--- src/include/lrt_defines.svh ---
`ifndef LRT_DEFINES_SVH
`define LRT_DEFINES_SVH

// register page offsets
`define LRT_A_SEC       10'h200
`define LRT_A_MIN       10'h201
`define LRT_A_HOUR      10'h202
`define LRT_A_WDAY      10'h203
`define LRT_A_DATE      10'h204
`define LRT_A_MON       10'h205
`define LRT_A_YEAR      10'h206
`define LRT_A_AL_SEC    10'h207
`define LRT_A_AL_MIN    10'h208
`define LRT_A_AL_HOUR   10'h209
`define LRT_A_AL_WDAY   10'h20A
`define LRT_A_TLOW      10'h20B
`define LRT_A_THIGH     10'h20C
`define LRT_A_SAMPLE    10'h20D
`define LRT_A_CTRL      10'h20E
`define LRT_A_TEMP      10'h211

// writable bit masks; bits outside read as zero
`define LRT_M_SEC       8'h7F
`define LRT_M_MIN       8'h7F
`define LRT_M_HOUR      8'h7F
`define LRT_M_WDAY      8'h07
`define LRT_M_DATE      8'h3F
`define LRT_M_MON       8'h9F
`define LRT_M_YEAR      8'hFF
`define LRT_M_ALARM     8'hFF
`define LRT_M_AL_WDAY   8'h87
`define LRT_M_CTRL      8'hDF

// field positions
`define LRT_B_MASK      7
`define LRT_B_H12       6
`define LRT_B_PM        5
`define LRT_B_CENTURY_FLAG      7
`define LRT_B_OSC_STOP  7
`define LRT_B_CLR_EN    6
`define LRT_B_MIS_EN_N  4
`define LRT_B_WRAP      3
`define LRT_B_TLS       2
`define LRT_B_THS       1
`define LRT_B_TAS       0

// reset values
`define LRT_R_ZERO      8'h00
`define LRT_R_ONE       8'h01
`define LRT_R_CTRL      8'h00

// BCD limits and codes
`define LRT_BCD_59      8'h59
`define LRT_BCD_23      8'h23
`define LRT_BCD_11      8'h11
`define LRT_BCD_12      8'h12
`define LRT_BCD_99      8'h99
`define LRT_BCD_28      8'h28
`define LRT_BCD_29      8'h29
`define LRT_BCD_30      8'h30
`define LRT_BCD_31      8'h31
`define LRT_BCD_FEB     8'h02
`define LRT_BCD_WDAY_7  8'h07
`define LRT_T_UNDER     8'h00
`define LRT_T_OVER      8'hFF
`define LRT_T_MIN_OK    8'h01
`define LRT_T_MAX_OK    8'hFE

// timing
`define LRT_CLK_HZ      20000000
`define LRT_TICK_MS     1000
`define LRT_TICK_CYC    (`LRT_TICK_MS * (`LRT_CLK_HZ / 1000))

`endif

--- src/include/lrt_pkg.sv ---
package lrt_pkg;
    timeunit 1ns;
    timeprecision 1ps;

    typedef struct packed {
        logic       wr;
        logic [9:0] addr;
        logic [7:0] wdata;
    } lrt_req_s;

    typedef struct packed {
        logic       valid;
        logic       under;
        logic       over;
        logic [7:0] code;
    } lrt_conv_s;
endpackage

--- src/rtl/lrt_regpage.sv ---
// Summary of operation
// - time, calendar and alarm registers hold BCD; host writes BCD.
// - fixed-zero bits of timekeeping registers always read zero.
// - during a mission first write to protected page ends it.
// - hours bit 6 one selects 12-hour mode, zero 24-hour.
// - hours bit 5 is PM in 12-hour mode, tens digit 20-23 otherwise.
// - weekday counts 1 to 7 with no fixed meaning.
// - February 29 exists when year is 00 or multiple of 4.
// - months bit 7 century flag toggles when year rolls 99 to 00.
// - four alarm registers carry mask bit 7 plus BCD compare value.
// - all masks zero: alarm when seconds, minutes, hours, weekday match.
// - masks select every second, seconds, minutes, or hours matching.
// - every clock alarm sets the timer alarm flag.
// - control search enables let pending alarms answer conditional search while a mission runs.
// - temperature is one byte in eighth degrees; 01h-FEh are valid.
// - under-range result stored 00h, over-range stored FFh.
// - temperature is code/8 plus offset of the range variant.
// - low and high threshold registers use the temperature code.
// - sample interval holds 1 to 255 minutes between conversions.
// - non-zero sample write starts mission if cleared and enabled.
// - control register is read/write; writing it ends a mission.
// - control bit 5 always reads zero and ignores writes.
// - control bit 7 zero runs oscillator, one stops it.
// - control bit 4 is active-low mission enable.
`include "lrt_defines.svh"

module lrt_regpage
    import lrt_pkg::*;
#(
    parameter int TICK_CYCLES = `LRT_TICK_CYC
) (
    input  wire logic       ref_clk,
    input  wire logic       rst_n,
    input  wire lrt_req_s   req,
    input  wire lrt_conv_s  conv,
    input  wire logic       memory_cleared_flag,
    input  wire logic       taf_clear,
    output logic [7:0]      rd_data_q,
    output logic            mission_active_q,
    output logic            timer_alarm_flag_q,
    output logic            search_hit_q,
    output logic            osc_running_q,
    output logic            log_wrap_enable_q,
    output logic            clear_function_enable_q,
    output logic [7:0]      sample_interval_q
);
    timeunit 1ns;
    timeprecision 1ps;

    ////////////////////////////////////////////////////////////////////////////
    function automatic logic [7:0] bcd_inc(input logic [7:0] v);
        logic [7:0] r;
        r = (v[3:0] == 4'h9) ? {v[7:4] + 4'h1, 4'h0} : v + 8'h01;
        return r;
    endfunction

    // 00 and every multiple of 4, read from both BCD digits
    function automatic logic is_leap(input logic [7:0] y);
        logic even_tens;
        even_tens = ~y[4];
        return even_tens ? (y[3:0] == 4'h0 || y[3:0] == 4'h4 || y[3:0] == 4'h8)
                         : (y[3:0] == 4'h2 || y[3:0] == 4'h6);
    endfunction

    function automatic logic [7:0] last_day(input logic [7:0] m, input logic [7:0] y);
        logic [7:0] r;
        case (m)
            `LRT_BCD_FEB: r = is_leap(y) ? `LRT_BCD_29 : `LRT_BCD_28;
            8'h04, 8'h06, 8'h09, 8'h11: r = `LRT_BCD_30;
            default: r = `LRT_BCD_31;
        endcase
        return r;
    endfunction

    ////////////////////////////////////////////////////////////////////////////
    logic rst_m_q;
    logic rst_q;

    always_ff @(posedge ref_clk or negedge rst_n) begin
        if (!rst_n) begin
            rst_m_q <= 1'b0;
            rst_q   <= 1'b0;
        end else begin
            rst_m_q <= 1'b1;
            rst_q   <= rst_m_q;
        end
    end

    ////////////////////////////////////////////////////////////////////////////
    logic [7:0]  sec_q, min_q, hour_q, wday_q, date_q, mon_q, year_q;
    logic [7:0]  al_sec_q, al_min_q, al_hour_q, al_wday_q;
    logic [7:0]  tlow_q, thigh_q, ctrl_q, temp_q;
    logic [31:0] div_q;
    logic        adv_q;
    logic        chk_q;

    wire wr_sec   = req.wr && req.addr == `LRT_A_SEC;
    wire wr_min   = req.wr && req.addr == `LRT_A_MIN;
    wire wr_hour  = req.wr && req.addr == `LRT_A_HOUR;
    wire wr_wday  = req.wr && req.addr == `LRT_A_WDAY;
    wire wr_date  = req.wr && req.addr == `LRT_A_DATE;
    wire wr_mon   = req.wr && req.addr == `LRT_A_MON;
    wire wr_year  = req.wr && req.addr == `LRT_A_YEAR;
    wire wr_samp  = req.wr && req.addr == `LRT_A_SAMPLE;
    wire wr_ctrl  = req.wr && req.addr == `LRT_A_CTRL;
    wire wr_page  = req.wr && req.addr >= `LRT_A_SEC && req.addr <= `LRT_A_CTRL;

    wire osc_stop = ctrl_q[`LRT_B_OSC_STOP];
    wire tick_end = div_q == 32'(TICK_CYCLES - 1);
    // the one-second enable; a stopped oscillator holds the divider at zero
    wire tick     = tick_end && !osc_stop;

    ////////////////////////////////////////////////////////////////////////////
    // hour format
    wire       h12      = hour_q[`LRT_B_H12];
    wire       pm       = hour_q[`LRT_B_PM];
    wire [7:0] hr12     = {3'b000, hour_q[4:0]};
    wire [7:0] hr24     = {2'b00, hour_q[5:0]};
    wire       day_wrap = h12 ? (hr12 == `LRT_BCD_11 && pm) : (hr24 == `LRT_BCD_23);
    wire [7:0] hr12_nx  = (hr12 == `LRT_BCD_12) ? `LRT_R_ONE : bcd_inc(hr12);
    wire       pm_nx    = (hr12 == `LRT_BCD_11) ? ~pm : pm;
    wire [7:0] hour_nx  = h12 ? {1'b0, 1'b1, pm_nx, hr12_nx[4:0]}
                              : (day_wrap ? `LRT_R_ZERO : bcd_inc(hr24));

    wire c_min  = sec_q == `LRT_BCD_59;
    wire c_hour = c_min && min_q == `LRT_BCD_59;
    wire c_day  = c_hour && day_wrap;
    wire c_mon  = c_day && date_q == last_day({3'b000, mon_q[4:0]}, year_q);
    wire c_year = c_mon && {3'b000, mon_q[4:0]} == `LRT_BCD_12;
    wire c_century_flag = c_year && year_q == `LRT_BCD_99;
    // month digits only; the century flag in bit 7 is handled on its own
    wire [7:0] mon_inc = bcd_inc({3'b000, mon_q[4:0]});

    ////////////////////////////////////////////////////////////////////////////
    always_ff @(posedge ref_clk or negedge rst_q) begin
        if (!rst_q) begin
            div_q <= '0;
            adv_q <= 1'b0;
            chk_q <= 1'b0;
        end else begin
            div_q <= (tick_end || osc_stop) ? '0 : div_q + 32'h1;
            adv_q <= tick;
            chk_q <= adv_q;
        end
    end

    // writes are stored as given BCD, fixed-zero bits are masked
    always_ff @(posedge ref_clk or negedge rst_q) begin
        if (!rst_q) begin
            sec_q  <= `LRT_R_ZERO;
            min_q  <= `LRT_R_ZERO;
            hour_q <= `LRT_R_ZERO;
            wday_q <= `LRT_R_ONE;
            date_q <= `LRT_R_ONE;
            mon_q  <= `LRT_R_ONE;
            year_q <= `LRT_R_ZERO;
        end else begin
            // seconds advance per tick; a host write wins on its own byte
            if (wr_sec)
                sec_q <= req.wdata & `LRT_M_SEC;
            else if (tick)
                sec_q <= c_min ? `LRT_R_ZERO : bcd_inc(sec_q);
            if (wr_min)
                min_q <= req.wdata & `LRT_M_MIN;
            else if (tick && c_min)
                min_q <= c_hour ? `LRT_R_ZERO : bcd_inc(min_q);
            if (wr_hour)
                hour_q <= req.wdata & `LRT_M_HOUR;
            else if (tick && c_hour)
                hour_q <= hour_nx;
            if (wr_wday)
                wday_q <= req.wdata & `LRT_M_WDAY;
            else if (tick && c_day)
                wday_q <= (wday_q == `LRT_BCD_WDAY_7) ? `LRT_R_ONE : wday_q + 8'h01;
            if (wr_date)
                date_q <= req.wdata & `LRT_M_DATE;
            else if (tick && c_day)
                date_q <= c_mon ? `LRT_R_ONE : bcd_inc(date_q);
            if (wr_mon)
                mon_q <= req.wdata & `LRT_M_MON;
            else if (tick && c_mon) begin
                mon_q[4:0] <= c_year ? 5'h01 : mon_inc[4:0];
                // century flag toggles on 99 to 00
                if (c_century_flag)
                    mon_q[`LRT_B_CENTURY_FLAG] <= ~mon_q[`LRT_B_CENTURY_FLAG];
            end
            if (wr_year)
                year_q <= req.wdata & `LRT_M_YEAR;
            else if (tick && c_year)
                year_q <= c_century_flag ? `LRT_R_ZERO : bcd_inc(year_q);
        end
    end

    ////////////////////////////////////////////////////////////////////////////
    // alarm bytes: mask in bit 7, BCD value below
    always_ff @(posedge ref_clk or negedge rst_q) begin
        if (!rst_q) begin
            al_sec_q  <= `LRT_R_ZERO;
            al_min_q  <= `LRT_R_ZERO;
            al_hour_q <= `LRT_R_ZERO;
            al_wday_q <= `LRT_R_ZERO;
            tlow_q    <= `LRT_R_ZERO;
            thigh_q   <= `LRT_R_ZERO;
        end else if (req.wr) begin
            case (req.addr)
                `LRT_A_AL_SEC:  al_sec_q  <= req.wdata & `LRT_M_ALARM;
                `LRT_A_AL_MIN:  al_min_q  <= req.wdata & `LRT_M_ALARM;
                `LRT_A_AL_HOUR: al_hour_q <= req.wdata & `LRT_M_ALARM;
                `LRT_A_AL_WDAY: al_wday_q <= req.wdata & `LRT_M_AL_WDAY;
                `LRT_A_TLOW:    tlow_q    <= req.wdata;
                `LRT_A_THIGH:   thigh_q   <= req.wdata;
                default: ;
            endcase
        end
    end

    // a set mask makes its field always match
    wire m_sec  = al_sec_q[`LRT_B_MASK]  || al_sec_q[6:0]  == sec_q[6:0];
    wire m_min  = al_min_q[`LRT_B_MASK]  || al_min_q[6:0]  == min_q[6:0];
    wire m_hour = al_hour_q[`LRT_B_MASK] || al_hour_q[6:0] == hour_q[6:0];
    wire m_wday = al_wday_q[`LRT_B_MASK] || al_wday_q[6:0] == wday_q[6:0];
    wire alarm  = chk_q && m_sec && m_min && m_hour && m_wday;

    ////////////////////////////////////////////////////////////////////////////
    wire start_ok = wr_samp && req.wdata != `LRT_R_ZERO && memory_cleared_flag
                    && !ctrl_q[`LRT_B_MIS_EN_N] && !mission_active_q;
    wire in_range = temp_q >= `LRT_T_MIN_OK && temp_q <= `LRT_T_MAX_OK;

    always_ff @(posedge ref_clk or negedge rst_q) begin
        if (!rst_q) begin
            ctrl_q             <= `LRT_R_CTRL;
            sample_interval_q  <= `LRT_R_ZERO;
            mission_active_q   <= 1'b0;
            timer_alarm_flag_q <= 1'b0;
            temp_q             <= `LRT_R_ZERO;
        end else begin
            // control writes end a mission; bit 5 never stores
            if (wr_ctrl)
                ctrl_q <= req.wdata & `LRT_M_CTRL;
            // interval is read-only while a mission runs
            if (wr_samp && !mission_active_q)
                sample_interval_q <= req.wdata;
            // mission start, any page write ends it
            if (start_ok)
                mission_active_q <= 1'b1;
            else if (wr_page)
                mission_active_q <= 1'b0;
            // alarm sets the flag; a set in the clear cycle wins
            if (alarm)
                timer_alarm_flag_q <= 1'b1;
            else if (taf_clear)
                timer_alarm_flag_q <= 1'b0;
            // out-of-range codes pin to 00h or FFh
            if (conv.valid)
                temp_q <= conv.under ? `LRT_T_UNDER
                        : conv.over ? `LRT_T_OVER
                        : (conv.code == `LRT_T_UNDER) ? `LRT_T_MIN_OK
                        : (conv.code == `LRT_T_OVER) ? `LRT_T_MAX_OK : conv.code;
        end
    end

    ////////////////////////////////////////////////////////////////////////////
    // the code is kept raw; the offset is applied by software per variant
    logic [7:0] rd_mux;
    logic [9:0] rd_addr_q;

    always_comb begin
        case (req.addr)
            `LRT_A_SEC:     rd_mux = sec_q;
            `LRT_A_MIN:     rd_mux = min_q;
            `LRT_A_HOUR:    rd_mux = hour_q;
            `LRT_A_WDAY:    rd_mux = wday_q;
            `LRT_A_DATE:    rd_mux = date_q;
            `LRT_A_MON:     rd_mux = mon_q;
            `LRT_A_YEAR:    rd_mux = year_q;
            `LRT_A_AL_SEC:  rd_mux = al_sec_q;
            `LRT_A_AL_MIN:  rd_mux = al_min_q;
            `LRT_A_AL_HOUR: rd_mux = al_hour_q;
            `LRT_A_AL_WDAY: rd_mux = al_wday_q;
            `LRT_A_TLOW:    rd_mux = tlow_q;
            `LRT_A_THIGH:   rd_mux = thigh_q;
            `LRT_A_SAMPLE:  rd_mux = sample_interval_q;
            `LRT_A_CTRL:    rd_mux = ctrl_q;
            `LRT_A_TEMP:    rd_mux = temp_q;
            default:        rd_mux = `LRT_R_ZERO;
        endcase
    end

    always_ff @(posedge ref_clk or negedge rst_q) begin
        if (!rst_q) begin
            rd_data_q               <= `LRT_R_ZERO;
            rd_addr_q               <= '0;
            search_hit_q            <= 1'b0;
            osc_running_q           <= 1'b0;
            log_wrap_enable_q       <= 1'b0;
            clear_function_enable_q <= 1'b0;
        end else begin
            rd_data_q               <= rd_mux;
            rd_addr_q               <= req.addr;
            search_hit_q            <= mission_active_q &&
                                       ((ctrl_q[`LRT_B_TAS] && timer_alarm_flag_q) ||
                                        (ctrl_q[`LRT_B_TLS] && in_range && temp_q <= tlow_q) ||
                                        (ctrl_q[`LRT_B_THS] && in_range && temp_q >= thigh_q));
            osc_running_q           <= !osc_stop;
            log_wrap_enable_q       <= ctrl_q[`LRT_B_WRAP];
            clear_function_enable_q <= ctrl_q[`LRT_B_CLR_EN];
        end
    end

    ////////////////////////////////////////////////////////////////////////////
    a_wday_zero_bits: assert property (@(posedge ref_clk) disable iff (!rst_q)
        rd_addr_q == `LRT_A_WDAY |-> rd_data_q[7:3] == 5'h00)
        else $error("weekday read shows fixed-zero bits set");

    a_ctrl_bit5: assert property (@(posedge ref_clk) disable iff (!rst_q)
        rd_addr_q == `LRT_A_CTRL |-> !rd_data_q[5])
        else $error("control bit 5 read as one");

    a_mission_ends: assert property (@(posedge ref_clk) disable iff (!rst_q)
        mission_active_q && wr_page |=> !mission_active_q)
        else $error("page write during mission did not end it");

    a_mission_start: assert property (@(posedge ref_clk) disable iff (!rst_q)
        wr_samp && req.wdata != 8'h00 && memory_cleared_flag
        && !ctrl_q[4] && !mission_active_q |=> mission_active_q)
        else $error("valid sample write did not start mission");

    a_every_second: assert property (@(posedge ref_clk) disable iff (!rst_q)
        tick && al_sec_q[7] && al_min_q[7] && al_hour_q[7] && al_wday_q[7]
        && !req.wr ##1 !req.wr |-> ##2 timer_alarm_flag_q)
        else $error("all-masked alarm missed a second");

    a_hour_wrap24: assert property (@(posedge ref_clk) disable iff (!rst_q)
        tick && !req.wr && hour_q == 8'h23 && min_q == 8'h59 && sec_q == 8'h59
        |=> hour_q == 8'h00 && min_q == 8'h00)
        else $error("24-hour clock did not wrap at midnight");

    a_leap_day: assert property (@(posedge ref_clk) disable iff (!rst_q)
        tick && !req.wr && c_day && date_q == 8'h28 && mon_q[4:0] == 5'h02
        && year_q == 8'h96 |=> date_q == 8'h29)
        else $error("leap February 29 skipped");

    a_century_flip: assert property (@(posedge ref_clk) disable iff (!rst_q)
        tick && !req.wr && c_century_flag |=> mon_q[7] != $past(mon_q[7]) && year_q == 8'h00)
        else $error("century flag did not toggle at year rollover");

    a_temp_under: assert property (@(posedge ref_clk) disable iff (!rst_q)
        conv.valid && conv.under |=> temp_q == 8'h00)
        else $error("under-range result not stored as 00h");

    a_temp_over: assert property (@(posedge ref_clk) disable iff (!rst_q)
        conv.valid && conv.over && !conv.under |=> temp_q == 8'hFF)
        else $error("over-range result not stored as FFh");

    a_weekly_match: assert property (@(posedge ref_clk) disable iff (!rst_q)
        chk_q && al_sec_q == sec_q && al_min_q == min_q && al_hour_q == hour_q
        && al_wday_q == wday_q |=> timer_alarm_flag_q)
        else $error("full time match did not set the alarm flag");

    a_wday_wrap: assert property (@(posedge ref_clk) disable iff (!rst_q)
        tick && c_day && !wr_wday && wday_q == 8'h07 |=> wday_q == 8'h01)
        else $error("weekday did not wrap from 7 to 1");

    a_noon_12h: assert property (@(posedge ref_clk) disable iff (!rst_q)
        tick && c_hour && !wr_hour && hour_q == 8'h51 |=> hour_q == 8'h72)
        else $error("12-hour clock did not step 11 AM to 12 PM");

    a_ctrl_ends: assert property (@(posedge ref_clk) disable iff (!rst_q)
        mission_active_q && wr_ctrl
        |=> !mission_active_q && ctrl_q == ($past(req.wdata) & `LRT_M_CTRL))
        else $error("control write in mission did not end it and update");

endmodule

--- config.mk ---
export PLATFORM = sky130hd
export DESIGN_NAME = lrt_regpage
export DESIGN_NICKNAME = d
export VERILOG_FILES = /design/src/include/lrt_pkg.sv /design/src/rtl/lrt_regpage.sv
export VERILOG_INCLUDE_DIRS = /design/src /design/src/include
export SDC_FILE = /design/constraint.sdc
export NUM_CORES = 1
export LEC_CHECK = 0
export BUFFER_PORTS_ARGS = -buffer_cell sky130_fd_sc_hd__buf_2
export CORE_UTILIZATION = 44
export CTS_BUF_LIST = sky130_fd_sc_hd__clkbuf_8
export CTS_CLUSTER_DIAMETER = 100
export CTS_CLUSTER_SIZE = 20
export DETAILED_ROUTE_END_ITERATION = 8
export GPL_TIMING_DRIVEN = 1
export PLACE_DENSITY = 0.61
export SETUP_SLACK_MARGIN = 0.05
export SLEW_MARGIN = 20
export SYNTH_ARGS = -nofsm -noshare
export SYNTH_HDL_FRONTEND = slang
export SYNTH_SLANG_ARGS = --single-unit
export TNS_END_PERCENT = 100
--- constraint.sdc ---
create_clock -name ref_clk -period 5.6 [get_ports ref_clk]
set_clock_uncertainty 0.1 [all_clocks]
set_input_delay 1.12 -clock ref_clk [delete_from_list [all_inputs] [get_ports ref_clk]]
set_output_delay 1.12 -clock ref_clk [all_outputs]
set_load 0.01 [all_outputs]
# ---- Yosys cells after proc, flatten, opt, wreduce, memory -nomap -nowiden
# Cells that the tools add are included.
dict set report totals {
  elab_cells 223
  out_inout_bits 22
  reg_bits 171
  inputBits 34
}
dict set report classes {
  mux 48
  eq_ne 47
  addsub 16
  n_lt_le_gt_ge 6
  reduce_logical 74
  bitwise 2
}
# operator count
set ops {}
lappend ops {{2-to-1 mux 8 bit} 25}
lappend ops {{== test 10 bit, second input constant} 16}
lappend ops {{one-hot mux 8 bit (16 select lines)} 1}
lappend ops {{adder 8 x 1 -> 8 bit, second input constant} 5}
lappend ops {{logical AND 1 bit} 39}
lappend ops {{adder 32 x 1 -> 32 bit, second input constant} 1}
lappend ops {{== test 32 x 25 -> 1 bit, second input constant} 1}
lappend ops {{2-to-1 mux 32 bit} 1}
lappend ops {{2-to-1 mux 5 bit} 6}
lappend ops {{== test 4 bit, second input constant} 7}
lappend ops {{== test 7 bit} 3}
lappend ops {{2-to-1 mux 7 bit} 3}
lappend ops {{== test 5 bit, second input constant} 4}
lappend ops {{nonzero test 2 bit} 10}
lappend ops {{adder 4 x 1 -> 4 bit, second input constant} 4}
lappend ops {{== test 8 x 7 -> 1 bit, second input constant} 2}
lappend ops {{== test 8 bit, second input constant} 2}
lappend ops {{AND reduction 2 bit} 8}
lappend ops {{2-to-1 mux 1 bit} 11}
lappend ops {{adder 5 x 1 -> 5 bit, second input constant} 2}
lappend ops {{== test 5 x 3 -> 1 bit, second input constant} 2}
lappend ops {{>= comparator 10 bit, second input constant} 1}
lappend ops {{less-or-equal comparator 10 bit, second input constant} 1}
lappend ops {{logical OR 1 bit} 10}
lappend ops {{23 further kinds} 28}

# ---- Depth between registers and ports, before layout
dict set report depth {
  word_depth 13
  mapped_depth 12
  depth_no_buf 9
}

# ---- Worst setup path after synthesis
# No wires, ideal clock.
dict set report synth_path {
  path_kind {input to register}
  from {in req[13] (netlist bit)}
  to {reg al_min_q[0]}
  setup_slack_ps 2270
  required_ps 5375
  arrival_time_ps 3105
  setup_time_ps 125
  cell_stages 7
  path_buffers 2
  path_cell_list {or4_1 buf_2 or3b_1 clkbuf_1 nor2_2 nand2_1 mux2_2}
}
dict set report synth_between {
  elab_chain_cells 2
}
# element line
set synth_rtl {}
lappend synth_rtl {{from (decl)} lrt_regpage.sv:34} ;# input wire lrt_req_s req,
lappend synth_rtl {{== test 10 bit} lrt_regpage.sv:205} ;# case (req.addr)
lappend synth_rtl {{AND reduction 2 bit (no source line)} n/a}
lappend synth_rtl {{to (signal assigned)} lrt_regpage.sv:199} ;# al_min_q <= `LRT_R_ZERO;
lappend synth_rtl {{to (signal assigned)} lrt_regpage.sv:207} ;# `LRT_A_AL_MIN: al_min_q <= req.wdata & `LRT_M_ALARM;
lappend synth_rtl {{to (decl)} lrt_regpage.sv:91} ;# logic [7:0] al_sec_q, al_min_q, al_hour_q, al_wday_q;
# Every way passes these cells.
# A chain may end at the register's enable or synchronous reset.

# ---- Worst setup path after layout
dict set report layout_path {
  from {reg div_q[0]}
  to {reg year_q[6]}
}
dict set report layout_between {
  elab_chain_cells 4
}
# element line
set layout_rtl {}
lappend layout_rtl {{from (decl)} lrt_regpage.sv:93} ;# logic [31:0] div_q;
lappend layout_rtl {{from (signal assigned)} lrt_regpage.sv:141} ;# div_q <= (tick_end || osc_stop) ? '0 : div_q + 32'h1;
lappend layout_rtl {{== test 32 x 25 -> 1 bit} lrt_regpage.sv:109} ;# wire tick_end = div_q == 32'(TICK_CYCLES - 1);
lappend layout_rtl {{logical AND 1 bit} lrt_regpage.sv:111} ;# wire tick = tick_end && !osc_stop;
lappend layout_rtl {{logical AND 1 bit} lrt_regpage.sv:189} ;# else if (tick && c_year)
lappend layout_rtl {{nonzero test 2 bit (no source line)} n/a}
lappend layout_rtl {{to (signal assigned)} lrt_regpage.sv:156} ;# year_q <= `LRT_R_ZERO;
lappend layout_rtl {{to (signal assigned)} lrt_regpage.sv:188} ;# year_q <= req.wdata & `LRT_M_YEAR;
lappend layout_rtl {{to (signal assigned)} lrt_regpage.sv:190} ;# year_q <= c_century_flag ? `LRT_R_ZERO : bcd_inc(year_q);
lappend layout_rtl {{to (decl)} lrt_regpage.sv:90} ;# logic [7:0] sec_q, min_q, hour_q, wday_q, date_q, mon_q, year_q;
# Every way passes these cells.

==> results.json <==
{
  "ctsRootBufferMaster": "sky130_fd_sc_hd__clkbuf_8",
  "wire_length_of_the_first_global_routing_pass_um": 47300,
  "fp.dieArea_um2": 23900,
  "switchingPower_w": 0.000744,
  "drt_first_iter_violations": 772,
  "clockBufferDepth": 2,
  "wl_um": 30000,
  "overall_routing_resource_usage": 0.262,
  "sw_frac_of_total": 0.293,
  "detail_route.drc_violations": 0,
  "pwr-share-clk": 0.381,
  "totalNegativeSetupSlack_ns": 0,
  "postSynth.topFlopCell": "sky130_fd_sc_hd__dfrtp_1",
  "worst_slew_margin_rel": 0.308,
  "floorplan.initialDensity": 0.450,
  "kind_of_critical_path": "reg -> reg",
  "path_clk_slew_ns": 0.10,
  "grt_max_degree": 94,
  "synth_enable_flop_cells": 0,
  "register_area_share_after_synthesis": 0.416,
  "detail_route.vias_per_cell": 6.17,
  "synth_largest_type_area_fraction": 0.409,
  "p_per_area_nw_per_um2": 228,
  "synth_xor_xnor_area_share": 0.0531,
  "totalPowerFinal_w": 0.00254,
  "drt_pass1_iterations": 6,
  "synth_compound_gate_area_share": 0.151,
  "area_delta_synth_final_pct": 8.68,
  "reg2reg_setup_slack_ns": 1.88,
  "wl_per_cell_um": 21.8,
  "worst_setup_start_kind": "flip-flop",
  "tritoncts_clock_tree": "yes",
  "setup_viol": 0,
  "die-width_um": 154,
  "synth-async-reset-ratio": 1.00,
  "via_count": 8504,
  "yosys-top-cells-area": "sky130_fd_sc_hd__dfrtp_1, sky130_fd_sc_hd__mux2_2, sky130_fd_sc_hd__nor2_1",
  "finalHoldViolations": 0,
  "place.gp.congestion": 0.918,
  "crit-reg2reg-launch": "div_q[0]$_DFF_PN0_",
  "comb_power_share": 0.085,
  "syn-num-nets": 1121,
  "pin_count": 56,
  "die-height_um": 154,
  "worst_slew_pin_slew_ns": 1.03,
  "postCtsHoldBufs": 0,
  "peakVddDrop_mv": 0.153,
  "yosysMostFrequentCell": "sky130_fd_sc_hd__dfrtp_1",
  "cts.repair.resized": 0,
  "post-cts-setup-buffers": 0,
  "synthesis_warning_total": 0,
  "synth_cells": 1054,
  "outcome": "completed",
  "rows": 55,
  "route.antenna.remaining_nets": 0,
  "design.final.nets": 1147,
  "timing.rr.end": "year_q[6]$_DFFE_PN0P_",
  "unrepaired_setup_endpoints_after_global_routing": "no",
  "portion_of_total_power_attributed_to_sequential_cells": 0.534,
  "placement.io_buffers": 55,
  "synth_cell_type_count": 86,
  "cts_max_level": 4,
  "period_minus_slack_ns": 3.72,
  "min_period_over_period": 0.664,
  "portion_of_netlist_area_occupied_by_mux_cells": 0.0826,
  "largest_register": "div_q",
  "crit_required_ns": 5.91,
  "critical_path.endpoint": "year_q[6]$_DFFE_PN0P_",
  "flip_flop_count_of_the_largest_register_after_layout": 32,
  "ys_seq_elements": 170,
  "synth-adder-area-share": 0.0404,
  "timing.critical_path.arrival_ns": 4.03,
  "maxSlewViolCount": 0,
  "achievable-frequency_mhz": 269,
  "yosys-top-cells-count": "sky130_fd_sc_hd__dfrtp_1, sky130_fd_sc_hd__nor2_1, sky130_fd_sc_hd__nand2_1",
  "syn_area_per_cell_um2": 9.71,
  "drive_above_1_share": 0.181,
  "max_cap_viol_count": 0,
  "n_fill_cell": 2138,
  "synthSimpleGateAreaFrac": 0.215,
  "coreArea_um2": 22700,
  "hold_path_class": "reg -> async",
  "synth_area_leader_cell": "sky130_fd_sc_hd__dfrtp_1",
  "cts_sinks": 170,
  "grt-ovfl-total": 0,
  "worstSkewPairLatency_ns": 0.50,
  "cell_internal_pwr_w": 0.00179,
  "dominant_combinational_cell_family_by_area_after_synthesis": "simple AND/OR/NAND/NOR gates",
  "post_synth_instance_area_um2": 10200,
  "antenna_violations_before_repair": 1,
  "critical_path.max_fanout": 14,
  "first_global_vias": 8166,
  "worstSetupEndpointType": "flip-flop",
  "worst_setup_path_startpoint": "div_q[0]$_DFF_PN0_",
  "tritoncts.num_buffers": 17,
  "worst_r2r_path_depth": 9,
  "power_leakage_nw": 4.91,
  "dpl.hpwl_um": 20900
}
[through the flow]
stage | area [um^2] | hold slack [ns] | std cells | worst slack [ns] | utilization
4_1_cts | 11100 | 0.261 | 1377 | 1.91 | 0.489
3_5_place_dp | 10700 | 0.239 | 1345 | 1.43 | 0.470
6_report | 11100 | 0.223 | 1379 | 1.88 | 0.490
2_1_floorplan | 10200 | 0.231 | 1054 | 0.418 | -
5_1_grt | 11100 | 0.258 | 1379 | 1.72 | 0.490
3_3_place_gp | 10700 | 0.234 | 1345 | 1.50 | 0.470
[worst min path at each step]
stage	to	depth (start not counted)	slack [ns]	startpoint
5_1_grt	rd_data_q[1]$_DFF_PN0_	0	0.26	rst_q$_DFF_PN0_
3_5_place_dp	rst_q$_DFF_PN0_	0	0.24	rst_m_q$_DFF_PN0_
2_1_floorplan	chk_q$_DFF_PN0_	0	0.23	adv_q$_DFF_PN0_
3_3_place_gp	rst_q$_DFF_PN0_	0	0.23	rst_m_q$_DFF_PN0_
6_report	rd_data_q[1]$_DFF_PN0_	0	0.22	rst_q$_DFF_PN0_
4_1_cts	chk_q$_DFF_PN0_	0	0.26	adv_q$_DFF_PN0_
[metal layers]
layer | wire length, um | global-route usage | vias up | share of wire
met5 | 0 | 0 | - | 0
met2 | 14100 | 0.414 | 325 | 0.47
met1 | 12800 | 0.342 | 4173 | 0.42
met4 | 1270 | 0.133 | 0 | 0.042
met3 | 1960 | 0.0524 | 82 | 0.065
li1 | - | - | 3924 | -
[kinds of logic (layout without fill, tap and decap cells)]
logic type | count (synthesis) | in the layout
buffers and inverters | 97 | 136
DFF | 170 | 170
adders and majority gates | 33 | 33
muxes | 76 | 76
xor gates and xnor gates | 62 | 62
other | 1 | 2
and+or+nand+nor | 394 | 394
AOI/OAI and AO/OA | 221 | 221
[power groups by stage]
stage,Sequential [W],Clock [W],Combinational [W]
detailed placement,0.00138,0,0.000208
global placement,0.00138,0,0.000204
floorplan,0.00136,0,0.000145
CTS,0.00136,0.000983,0.000210
global route,0.00136,0.00103,0.000248
finish,0.00135,0.000966,0.000216
[cells in the final DEF (no fill, tap or decap), types with 7 or more instances in the layout]
cell / n
sky130_fd_sc_hd__o21ai_0: 39
sky130_fd_sc_hd__a22o_1: 10
sky130_fd_sc_hd__a21o_1: 7
sky130_fd_sc_hd__clkbuf_8: 18
sky130_fd_sc_hd__o31ai_1: 7
sky130_fd_sc_hd__nor4_1: 10
sky130_fd_sc_hd__a222oi_1: 14
sky130_fd_sc_hd__nor3_1: 16
sky130_fd_sc_hd__buf_2: 55
sky130_fd_sc_hd__nand4b_1: 7
sky130_fd_sc_hd__o22ai_1: 8
sky130_fd_sc_hd__nand2_1: 76
sky130_fd_sc_hd__nand4_1: 23
sky130_fd_sc_hd__mux2i_1: 9
sky130_fd_sc_hd__ha_1: 33
sky130_fd_sc_hd__a22oi_1: 23
sky130_fd_sc_hd__dfrtp_1: 166
sky130_fd_sc_hd__xnor2_1: 29
sky130_fd_sc_hd__nor2b_1: 12
sky130_fd_sc_hd__inv_1: 43
sky130_fd_sc_hd__or3_1: 9
sky130_fd_sc_hd__nand2b_1: 9
sky130_fd_sc_hd__and3_1: 13
sky130_fd_sc_hd__a31oi_1: 18
sky130_fd_sc_hd__mux2_2: 67
sky130_fd_sc_hd__nor2_1: 114
sky130_fd_sc_hd__or4_1: 9
sky130_fd_sc_hd__a221oi_1: 10
sky130_fd_sc_hd__nand3_1: 35
sky130_fd_sc_hd__a21oi_1: 53
sky130_fd_sc_hd__xor2_1: 33
[area by class of cell]
class	instances	area (um^2)	share of cell area
sequential	170	4260	0.383
inverter	43	161	0.0145
clock buffer	18	248	0.0223
antenna	1	2.50	0.000225
timing repair buffer	61	345	0.0311
multi-input combinational	787	5560	0.500
clock inverter	14	179	0.0161
tap	285	357	0.0321
[critical path: stages (launching register included)]
cell and delay (ns):
sky130_fd_sc_hd__dfrtp_1 0.45, sky130_fd_sc_hd__ha_1 0.27, sky130_fd_sc_hd__and2_1 0.25, sky130_fd_sc_hd__nand3_4 0.12, sky130_fd_sc_hd__or4_1 0.82, sky130_fd_sc_hd__inv_2 0.43
sky130_fd_sc_hd__o2111ai_4 0.33, sky130_fd_sc_hd__nand3b_4 0.26, sky130_fd_sc_hd__or4_1 0.42, sky130_fd_sc_hd__a31oi_1 0.18
Note: power is estimated with default switching activity, not from simulation.
